`src/rtl/lsc_pkg.sv`:
```
// Constants, types and register map of the load shedding controller
// How it works
// With no AC on either line input, drop the self power hold.
// Split-phase service: no management, all relays on, meter blank, 50 A lit.
// Both lines plus generator sense: all relays on, show current, generator lit.
// Both lines, no generator sense: 30 A shore power, management enabled.
// Operator presses service select to choose the 20 A limit.
// Managed mode compares current with 30 A or 20 A and sheds above it.
// Entering managed mode starts with all relays closed.
// Over the limit, open the next relay of the shedding table.
// Each shed stores the current drop as that load's learned value.
// Keep shedding while above the limit, stop below it or at six.
// Restore last shed load when under limit and headroom covers its value.
// A shed load stays off at least two minutes.
// Six independent relay outputs; one to four line, five and six low voltage.
// Limit resets to 30 A; each button press toggles 30 A and 20 A.
// Current arrives as periodic unsigned ampere samples; decisions made per sample.
package lsc_pkg;

    // ------------------------------------------------------------
    // Sizes and timing
    // ------------------------------------------------------------
    localparam int          LSC_LOADS      = 6;
    localparam int          LSC_AMP_W      = 8;
    localparam int          LSC_ADDR_W     = 4;
    localparam int          LSC_DATA_W     = 8;
    localparam longint      LSC_CLK_HZ     = 64'd25000000;
    localparam longint      LSC_HOLD_S     = 64'd120;
    localparam logic [31:0] LSC_HOLD_CYC   = 32'(LSC_HOLD_S * LSC_CLK_HZ);
    localparam logic [7:0]  LSC_LIMIT_30   = 8'h1E;
    localparam logic [7:0]  LSC_LIMIT_20   = 8'h14;
    localparam logic        LSC_LIM20_RST  = 1'b0;
    localparam logic [5:0]  LSC_ALL_ON     = 6'h3F;

    // ------------------------------------------------------------
    // Register map and fields
    // ------------------------------------------------------------
    localparam logic [3:0]  LSC_ADDR_STAT  = 4'h0;
    localparam logic [3:0]  LSC_ADDR_CUR   = 4'h1;
    localparam logic [3:0]  LSC_ADDR_CTRL  = 4'h2;
    localparam logic [3:0]  LSC_ADDR_LRN0  = 4'h4;
    localparam int          LSC_CTRL_TGL   = 0;

    typedef enum logic [1:0] {
        LSC_OFF,
        LSC_FULL50,
        LSC_GEN,
        LSC_MANAGED
    } lsc_mode_e;

    typedef struct packed {
        logic       meter_blank;
        logic       ind_50a;
        logic       ind_gen;
        logic       ind_30a;
        logic [5:0] status_led;
        logic [7:0] meter_value;
    } lsc_disp_s;

    typedef struct packed {
        logic [3:0] addr;
        logic [7:0] wdata;
        logic       wr;
        logic       rd;
    } lsc_bus_s;

    function automatic logic [7:0] lsc_sat_sub(input logic [7:0] a, input logic [7:0] b);
        return (a > b) ? 8'(a - b) : 8'h00;
    endfunction

endpackage

```
`src/rtl/lsc_hold_timer.sv`:
```
// Minimum off-time timer restarted on every shed
module lsc_hold_timer
    import lsc_pkg::*;
#(
    parameter logic [31:0] HOLD_CYCLES = LSC_HOLD_CYC
) (
    input  wire logic clk_sys,
    input  wire logic rst_n,
    input  wire logic start,
    output logic      done
);

    logic [31:0] cnt_reg;
    logic [31:0] cnt_next;

    assign cnt_next = start ? HOLD_CYCLES : ((cnt_reg != 32'h0) ? cnt_reg - 32'h1 : 32'h0);
    assign done     = (cnt_reg == 32'h0);

    always_ff @(posedge clk_sys or negedge rst_n) begin
        if (!rst_n) begin
            cnt_reg <= 32'h0;
        end else begin
            cnt_reg <= cnt_next;
        end
    end

endmodule // lsc_hold_timer

```
`src/rtl/lsc_ctrl.sv`:
```
// Load shedding controller top: source classification, shedding, learning, restore
//
// The implementer's own choices: the address map and the address-and-strobe port.
module lsc_ctrl
    import lsc_pkg::*;
#(
    parameter logic [31:0] HOLD_CYCLES = LSC_HOLD_CYC
) (
    input  wire logic        clk_sys,
    input  wire logic        rst_n,
    input  wire logic        line_a_sense,
    input  wire logic        line_b_sense,
    input  wire logic        split_phase_sense,
    input  wire logic        generator_sense_input,
    input  wire logic        service_select_btn,
    input  wire logic [7:0]  cur_sample,
    input  wire logic        cur_valid,
    input  wire lsc_bus_s    bus_in,
    output logic [7:0]       bus_rdata,
    output logic [5:0]       relay_on,
    output logic             power_hold,
    output lsc_disp_s        disp
);

    // ------------------------------------------------------------
    // State
    // ------------------------------------------------------------
    lsc_mode_e   mode_reg;
    lsc_mode_e   mode_next;
    logic [5:0]  relay_reg;
    logic [5:0]  relay_next;
    logic [2:0]  shed_cnt_reg;
    logic [2:0]  shed_cnt_next;
    logic        pend_reg;
    logic        pend_next;
    logic [7:0]  before_reg;
    logic [7:0]  before_next;
    logic [7:0]  sample_reg;
    logic        lim20_reg;
    logic        btn_reg;
    logic [7:0]  rdata_reg;
    logic [7:0]  learned_reg [LSC_LOADS];

    // ------------------------------------------------------------
    // Decode
    // ------------------------------------------------------------
    wire        both_lines   = line_a_sense & line_b_sense;
    wire        any_line     = line_a_sense | line_b_sense;
    wire        btn_rise     = service_select_btn & ~btn_reg;
    wire        sw_toggle    = bus_in.wr && (bus_in.addr == LSC_ADDR_CTRL)
                               && bus_in.wdata[LSC_CTRL_TGL];
    wire        toggle       = btn_rise | sw_toggle;
    wire [7:0]  limit        = lim20_reg ? LSC_LIMIT_20 : LSC_LIMIT_30;
    wire        managed      = (mode_reg == LSC_MANAGED);
    wire        over         = cur_sample > limit;
    wire        under        = cur_sample < limit;
    wire [2:0]  last_idx     = 3'(shed_cnt_reg - 3'h1);
    wire [7:0]  headroom     = lsc_sat_sub(limit, cur_sample);
    wire [7:0]  drop         = lsc_sat_sub(before_reg, cur_sample);
    wire        hold_done;
    wire        can_shed     = managed && cur_valid && over
                               && (shed_cnt_reg < 3'(LSC_LOADS));
    wire        can_restore  = managed && cur_valid && !pend_reg && under
                               && (shed_cnt_reg != 3'h0) && hold_done
                               && (headroom >= learned_reg[last_idx]);
    wire        do_learn     = managed && cur_valid && pend_reg;
    wire        do_shed      = can_shed && !can_restore;
    wire        rd_learn     = (bus_in.addr >= LSC_ADDR_LRN0)
                               && (bus_in.addr < LSC_ADDR_LRN0 + 4'(LSC_LOADS));
    wire [2:0]  rd_idx       = 3'(bus_in.addr - LSC_ADDR_LRN0);

    // ------------------------------------------------------------
    // Source classification
    // ------------------------------------------------------------
    always_comb begin
        if (!any_line) begin
            mode_next = LSC_OFF;
        end else if (both_lines && split_phase_sense) begin
            mode_next = LSC_FULL50;
        end else if (both_lines && generator_sense_input) begin
            mode_next = LSC_GEN;
        end else begin
            mode_next = LSC_MANAGED;
        end
    end

    // ------------------------------------------------------------
    // Shedding, learning and restore
    // ------------------------------------------------------------
    always_comb begin
        relay_next    = relay_reg;
        shed_cnt_next = shed_cnt_reg;
        pend_next     = pend_reg;
        before_next   = before_reg;
        if (mode_next == LSC_OFF) begin
            // Unpowered controller cannot hold any relay closed
            relay_next    = 6'h00;
            shed_cnt_next = 3'h0;
            pend_next     = 1'b0;
        end else if ((mode_next != LSC_MANAGED) || !managed) begin
            // Non-managed sources and entry to managed both start all closed
            relay_next    = LSC_ALL_ON;
            shed_cnt_next = 3'h0;
            pend_next     = 1'b0;
        end else begin
            if (do_learn) begin
                pend_next = 1'b0;
            end
            if (do_shed) begin
                relay_next[shed_cnt_reg] = 1'b0;
                shed_cnt_next            = 3'(shed_cnt_reg + 3'h1);
                pend_next                = 1'b1;
                before_next              = cur_sample;
            end else if (can_restore) begin
                relay_next[last_idx] = 1'b1;
                shed_cnt_next        = last_idx;
            end
        end
    end

    lsc_hold_timer #(
        .HOLD_CYCLES (HOLD_CYCLES)
    ) u_hold (
        .clk_sys (clk_sys),
        .rst_n   (rst_n),
        .start   (do_shed),
        .done    (hold_done)
    );

    always_ff @(posedge clk_sys or negedge rst_n) begin
        if (!rst_n) begin
            mode_reg     <= LSC_OFF;
            relay_reg    <= 6'h00;
            shed_cnt_reg <= 3'h0;
            pend_reg     <= 1'b0;
            before_reg   <= 8'h00;
        end else begin
            mode_reg     <= mode_next;
            relay_reg    <= relay_next;
            shed_cnt_reg <= shed_cnt_next;
            pend_reg     <= pend_next;
            before_reg   <= before_next;
        end
    end

    // Learned value replaces the old one on the sample after each shed
    always_ff @(posedge clk_sys or negedge rst_n) begin
        if (!rst_n) begin
            for (int i = 0; i < LSC_LOADS; i++) begin
                learned_reg[i] <= 8'h00;
            end
        end else if (do_learn) begin
            learned_reg[last_idx] <= drop;
        end
    end

    // ------------------------------------------------------------
    // Limit select and sample capture
    // ------------------------------------------------------------
    always_ff @(posedge clk_sys or negedge rst_n) begin
        if (!rst_n) begin
            lim20_reg  <= LSC_LIM20_RST;
            btn_reg    <= 1'b0;
            sample_reg <= 8'h00;
        end else begin
            btn_reg <= service_select_btn;
            if (toggle) begin
                lim20_reg <= ~lim20_reg;
            end
            if (cur_valid) begin
                sample_reg <= cur_sample;
            end
        end
    end

    // ------------------------------------------------------------
    // Register bus
    // ------------------------------------------------------------
    wire [7:0] rd_mux =
        (bus_in.addr == LSC_ADDR_STAT) ? {lim20_reg, 1'b0, relay_reg} :
        (bus_in.addr == LSC_ADDR_CUR)  ? sample_reg :
        (bus_in.addr == LSC_ADDR_CTRL) ? {3'h0, mode_reg, shed_cnt_reg} :
        rd_learn                       ? learned_reg[rd_idx] : 8'h00;

    always_ff @(posedge clk_sys or negedge rst_n) begin
        if (!rst_n) begin
            rdata_reg <= 8'h00;
        end else begin
            rdata_reg <= bus_in.rd ? rd_mux : 8'h00;
        end
    end

    assign bus_rdata = rdata_reg;

    // ------------------------------------------------------------
    // Outputs
    // ------------------------------------------------------------
    assign relay_on          = relay_reg;
    assign power_hold        = (mode_reg != LSC_OFF);
    assign disp.meter_blank  = (mode_reg == LSC_FULL50);
    assign disp.ind_50a      = (mode_reg == LSC_FULL50);
    assign disp.ind_gen      = (mode_reg == LSC_GEN);
    assign disp.ind_30a      = managed && !lim20_reg;
    assign disp.status_led   = relay_reg;
    assign disp.meter_value  = sample_reg;

    // Cycles since the latest shed, saturating; covers the whole off-time,
    // which a short repetition cannot reach
    logic [31:0] since_shed_reg;
    logic [31:0] since_shed_next;

    assign since_shed_next = do_shed ? 32'h0
                           : (since_shed_reg == 32'hFFFF_FFFF) ? since_shed_reg
                           : 32'(since_shed_reg + 32'h1);

    always_ff @(posedge clk_sys or negedge rst_n) begin
        if (!rst_n) begin
            since_shed_reg <= 32'hFFFF_FFFF;
        end else begin
            since_shed_reg <= since_shed_next;
        end
    end
endmodule // lsc_ctrl

```
`config.mk`:
```
export PLATFORM = sky130hd
export DESIGN_NAME = lsc_ctrl
export DESIGN_NICKNAME = d
export VERILOG_FILES = /design/src/rtl/lsc_pkg.sv /design/src/rtl/lsc_hold_timer.sv /design/src/rtl/lsc_ctrl.sv
export SDC_FILE = /design/constraint.sdc
export NUM_CORES = 1
export LEC_CHECK = 0
export BUFFER_PORTS_ARGS = -buffer_cell sky130_fd_sc_hd__buf_2
export CAP_MARGIN = 40
export CORE_MARGIN = 8
export CORE_UTILIZATION = 55
export CTS_CLUSTER_DIAMETER = 120
export DETAILED_ROUTE_END_ITERATION = 6
export PLACE_DENSITY = 0.75
export SETUP_SLACK_MARGIN = 0.15
export SLEW_MARGIN = 20
export SYNTH_ARGS = -nofsm -noshare
export SYNTH_HDL_FRONTEND = slang
export SYNTH_HIERARCHICAL = 1
export SYNTH_SLANG_ARGS = --single-unit
```
`constraint.sdc`:
```
create_clock -name clk_sys -period 4.45 [get_ports clk_sys]
set_input_delay 0.445 -clock clk_sys [delete_from_list [all_inputs] [get_ports clk_sys]]
set_output_delay 0.445 -clock clk_sys [all_outputs]
set_load 0.05 [all_outputs]
```
# Yosys cells after proc, flatten, opt, wreduce, memory -nomap -nowiden
# Index checks and enable logic that the tools add are counted.
[totals]
regBits = 118
in_bits = 30
out_inout_bits = 33
word_cells = 127
[classes]
addsub = 6
order_cmp = 15
n_eq_ne = 6
mux = 38
bitwise = 13
n_reduce_logical = 33
[ops]
columns = ["op", "n"]
rows = [
  ["$mux 8", 12],
  ["$mux 32", 2],
  ["$bmux 8 s3", 2],
  ["$bwmux 48", 1],
  ["$logic_not 32->1", 1],
  ["$reduce_bool 32->1", 1],
  ["$sub 32x1->32 const B", 1],
  ["$demux 8 s3", 1],
  ["$mux 6", 4],
  ["$logic_and 1x1->1", 19],
  ["$mux 3", 4],
  ["$ge 4x4->1 const B", 2],
  ["$ge 8x8->1", 1],
  ["$gt 5x8->1", 1],
  ["$gt 8x5->1", 1],
  ["$gt 8x8->1", 1],
  ["$lt 3x4->1 const B", 2],
  ["$lt 8x5->1", 1],
  ["$not 3->4", 2],
  ["$reduce_bool 4->1", 2],
  ["$sub 5x8->8", 1],
  ["$sub 8x8->8", 1],
  ["$mux 1", 7],
  ["$and 6x6->6", 1],
  ["28 further kinds", 40],
]

# Depth between registers and ports, before layout
[logic_depth]
ltp_word = 12
depth_mapped = 16
depth_no_buf = 13

# Hierarchy
# The synthesis kept the hierarchy.
[by_module_without_submodules]
columns = ["mod", "n_inst", "cells_per_inst", "area_per_inst_um2", "seq_area_each_um2"]
rows = [
  ["lsc_ctrl", 1, 545, 5295.1, 2152.1],
  ["lsc_hold_timer", 1, 184, 1838.0, 800.8],
]

# Least setup slack after synthesis
# No wires, ideal clock.
[synth_path]
path_type = "register -> register"
startpoint = "reg shed_cnt_reg[0]"
endpoint = "reg shed_cnt_reg[0]"
setup_ns = 0.079
arrival_time_ns = 3.513
required_ns = 4.371
path_slack_ns = 0.858
stages_incl_launch_ff = 16
path_buffers = 3
synth_period_minus_slack_ns = 3.592
cell_sequence = "dfrtp_1 > inv_1 > clkbuf_1 > ha_1 > xnor2_1 > clkbuf_1 > nand2_1 > buf_2 > o21ai_0 > a21oi_1 > ha_1 > nand2b_1 > a2111oi_0 > o31ai_1 > a21oi_1 > mux2i_1"
[synth_via]
elab_chain_len = 12
word_cells_on_any_way = 20
classes_between = "add/sub: 2; order compare: 2; mux: 7; bitwise: 1; reduce/logical: 8"
[synth_rtl]
columns = ["item", "line", "source"]
rows = [
  ["start, declared", "lsc_ctrl.sv:32", "logic [2:0] shed_cnt_reg;"],
  ["start signal, assigned", "lsc_ctrl.sv:140", "shed_cnt_reg <= shed_cnt_next;"],
  ["$sub 3x1->3", "lsc_ctrl.sv:57", "wire [2:0] last_idx = 3'(shed_cnt_reg - 3'h1);"],
  ["$not 3->4 (implied by the code)", "lsc_ctrl.sv:65", "&& (headroom >= learned_reg[last_idx]);"],
  ["$bmux 8 s3", "lsc_ctrl.sv:65", ""],
  ["$mux 8 (implied by the code) (2 in a row)", "lsc_ctrl.sv:65", ""],
  ["$ge 8x8->1", "lsc_ctrl.sv:65", ""],
  ["$logic_and 1x1->1", "lsc_ctrl.sv:65", ""],
  ["$logic_not 1->1", "lsc_ctrl.sv:67", "wire do_shed = can_shed && !can_restore;"],
  ["$logic_and 1x1->1", "lsc_ctrl.sv:67", ""],
  ["$mux 3", "lsc_ctrl.sv:109", "if (do_shed) begin"],
  ["$mux 3", "lsc_ctrl.sv:100", "end else if ((mode_next != LSC_MANAGED) || !managed) begin"],
  ["$mux 3", "lsc_ctrl.sv:95", "if (mode_next == LSC_OFF) begin"],
]
# Several ways; a longest one is shown, not always the timed one. The select of a mux whose other input is x is not followed.
# A chain may end at the register's enable or synchronous reset.

# Worst setup path after layout
[layout_path]
startpoint = "reg shed_cnt_reg[1]"
endpoint = "reg shed_cnt_reg[0]"
# Same word-level chain as after synthesis.

==> metrics list <==
- Run status: completed
- Clock transition time at the flip-flop clock pins of the worst setup and hold paths: 0.05 ns
- Count of final hold-check violations: 0
- The worst register-to-register path ends at shed_cnt_reg[0].
- Once the floorplan was initialized, standard cells occupied 56.5% of the core.
- Area share of the largest cell type after synthesis: 41.4%
- Syn Std Cell Area: 7130 sq um
* Number of CTS-inserted buffers: 17
* Total congestion overflow: 0
* Antenna viol nets, final: 0
- Number of gates given a new drive strength after cts: 0
- Cells fill 64.5% of the core in the end.
- During placement, the flow inserted port buffers numbering 55.
* Clock latency reported for the late side of the worst-skew pair: 0.42 ns
* Die boundary width: 130 um
* Aggregate global-route resource usage: 23.9%
- Setup repair after global routing left no endpoint under its margin.
- Across the run, the number of max-cap violations was 0.
- Maximum level of the CTS H-tree: 4
* Pin count of the biggest net entering global routing: 47
* Final total negative setup slack: 0 ns
- The final route contains 6105 vias.
- Commonest register cell after synthesis: sky130_fd_sc_hd__dfrtp_1
- Dividing the synthesized area by the synthesized cell count gives 9.78 sq um.
- Sequential cell area fraction in the yosys report: 41.4%
- The worst setup path is launched from a flip-flop.
* Total number of placement rows: 41
* Net count after synthesis: 784
- Fraction of final layout cells sized beyond drive strength 1: 22.4%
- Number of flip-flops in the largest register: 48
* Overall routed net length: 19300 um
* Maximum vdd ir drop: 0.264 mV
* Slew headroom: 41.7%
* Share of async-settable or async-resettable flops after synthesis: 100%
- The clock passes through at most 2 buffers.
- Worst R2R Start: shed_cnt_reg[1]
- The congestion estimate from routability-driven global placement came to 0.908.
- Between clock sinks in the finished design, the worst skew comes to 0.0111 ns.
- Period utilization: 83.5%
- Post-DR wirelength/cell: 20.1 um
- Leakage dissipation: 3.49 nW
- Depth of the most critical reg-to-reg path: 13
- Number of warnings reported in the yosys synthesis log: 6
* Type of the setup path with the least slack: reg2reg
- Growth of design area from synthesis to finish: 14.1%
* Avg Vias per Cell: 6.37
- Syn Inst Count: 729
- Ranked by total cell area, the synthesized netlist is headed by sky130_fd_sc_hd__dfrtp_1 41%, sky130_fd_sc_hd__mux2_2 7.1%, sky130_fd_sc_hd__ha_1 4.0%.
- Max Fanout on Critical Path: 28
- 63 I/O pins were placed.
- Clock tree root driver cell: sky130_fd_sc_hd__clkbuf_16
* Reg2Reg Setup Slack: 0.73 ns
* Nets: 828
* Standard cell core area: 12600 sq um
* Count of unique library cells instantiated by Yosys: 74
- The number of antenna violations at the first check in global routing was 0.
* Launch instance of the worst min-delay path: service_select_btn
* Biggest area consumer among synthesized cells: sky130_fd_sc_hd__dfrtp_1
- In this run the worst hold path is classified as in2reg.
* Number of sinks driven by the clock tree: 118
- Data arrives at the worst endpoint at 4.06 ns.
- Worst hold path depth: 1
- TritonCTS clock tree: done
- Max Slew Vio Count: 0
* Via count of the first global-routing pass: 5973
- Total die area: 16900 sq um
* Post-synthesis sequential element count: 118
- The first global-routing pass estimated 31300 um of wire.
* Max Clock Freq: 0.269 GHz
- Time the worst path needs with I/O delays and setup: 3.72 ns
* Number of enable flip-flop cells after synthesis: 0
* Die span in y: 130 um
- DP HPWL: 13800 um
- The pre-antenna-repair detailed-routing pass consisted of 5 iterations.
- Setup violations remaining at the end of the flow were counted as 0.
- Number of design rule violations left after detail routing: 0
- In this run, the number of DRC markers left after iteration 0 of detailed routing was 528.
- Ratio of total power to cell area: 440 nW/um^2
- For the pin with the worst max-slew slack, the measured transition is 0.867 ns.
- For hold timing, the worst endpoint is btn_reg.
* Element type at the critical path end: flip-flop
- Req. time, crit path: 4.79 ns
[layer usage]
layer / routed length, um / track usage (%) / vias to the layer above
met2: 9360 / 39.1 / 273
met4: 1010 / 15.2 / 0
met5: 0 / 0 / -
met1: 7760 / 28.5 / 2958
met3: 1150 / 4.61 / 67
li1: - / - / 2807
[worst max-delay path by stage]
stage / slack [ns] / to / startpoint / cells past startpoint
6_report: 0.73 / shed_cnt_reg[0] / shed_cnt_reg[1] / 13
5_1_grt: 0.42 / shed_cnt_reg[0] / shed_cnt_reg[1] / 13
4_1_cts: 0.79 / shed_cnt_reg[0] / shed_cnt_reg[1] / 13
3_5_place_dp: 0.84 / shed_cnt_reg[0] / shed_cnt_reg[1] / 13
3_3_place_gp: 0.92 / shed_cnt_reg[0] / shed_cnt_reg[1] / 13
2_1_floorplan: 0.86 / shed_cnt_reg[0] / shed_cnt_reg[0] / 15
[layout by cell type (no fill, tap or decap), drive strengths merged, types with 18 or more instances in the layout]
master and n:
a21oi 38, buf 64, clkbuf 24, dfrtp 118
ha 23, inv 26, mux2 45, nand2 59
nor2 66, o21ai 57, o31ai 18
[cell families (layout without fill, tap and decap cells)]
kind of cell    Yosys count  count (layout)  synth area share, %
compound gates          201             201                 18.5
fa+ha+maj                25              25                 4.60
buf+inv                  66             123                 4.10
other cells               1               2               0.0526
xor+xnor                 21              21                 2.58
mux                      56              56                 10.4
simple gates            241             241                 18.4
flops                   118             118                 41.4
[repair_timing]
action | in CTS | in global routing
hold buffers | 1 | 0
endpoints found under the hold margin | 8 | 0
buffers inserted | 0 | 0
[through the flow]
| stage | hold slack (ns) | instances | power (W) | worst slack (ns) | instance area, sq um |
|---|---|---|---|---|---|
| after global placement | 0.433 | 925 | 0.00211 | 0.920 | 7510 |
| after detailed placement | 0.438 | 925 | 0.00215 | 0.836 | 7510 |
| after floorplan | 0.149 | 729 | 0.00192 | 0.858 | 7130 |
| after CTS | 0.133 | 958 | 0.00359 | 0.792 | 8140 |
| final | 0.143 | 959 | 0.00358 | 0.733 | 8140 |
| after global routing | 0.139 | 958 | 0.00373 | 0.422 | 8140 |
[cell type report]
class | count | area [sq um]
diodes | 1 | 2.50
clock buffers | 24 | 502
clock inverters | 8 | 119
fillers | 1014 | 4480
inverters | 26 | 97.6
multi-input cells | 545 | 3890
flip-flops and latches | 118 | 2950
well taps | 172 | 215
repair buffers | 65 | 355
[cell usage after synthesis, drive strengths merged (2+ instances only)]
master	count
nand2	59
mux4	10
o211ai	11
mux2	45
nor2	66
a21oi	38
a311oi	2
ha	23
o211a	2
o21ai	57
nor3b	4
o31a	4
clkbuf	22
a21boi	2
and2	2
nor2b	10
inv	26
or3	7
nor3	17
buf	18
xnor2	13
dfrtp	118
a22oi	4
or4	6
a31oi	8
o22ai	16
nand3	12
a2111oi	2
o31ai	18
nand2b	8
nand4	17
nor4	15
o41ai	12
o311ai	2
fa	2
xor2	8
and3	3
o21a	12
nand4b	6
or2	5
a21o	4
[report_power, final]
| group | switching, W | internal [W] |
|---|---|---|
| sequential | 0.000117 | 0.00116 |
| clock | 0.000477 | 0.000951 |
| combinational | 0.000580 | 0.000292 |
| total | 0.00117 | 0.00240 |
[critical path, stage by stage (launching register included)]
cell and delay (ns):
sky130_fd_sc_hd__dfrtp_1 0.49, sky130_fd_sc_hd__inv_1 0.15, sky130_fd_sc_hd__ha_1 0.26, sky130_fd_sc_hd__xnor2_2 0.17
sky130_fd_sc_hd__buf_4 0.34, sky130_fd_sc_hd__o21ai_0 0.15, sky130_fd_sc_hd__a22o_1 0.25, sky130_fd_sc_hd__a21oi_1 0.17
sky130_fd_sc_hd__ha_1 0.26, sky130_fd_sc_hd__nand2b_1 0.14, sky130_fd_sc_hd__a2111oi_0 0.54, sky130_fd_sc_hd__o31ai_1 0.26
sky130_fd_sc_hd__a21oi_1 0.25, sky130_fd_sc_hd__mux2i_1 0.21
(Power assumes the default switching activity.)
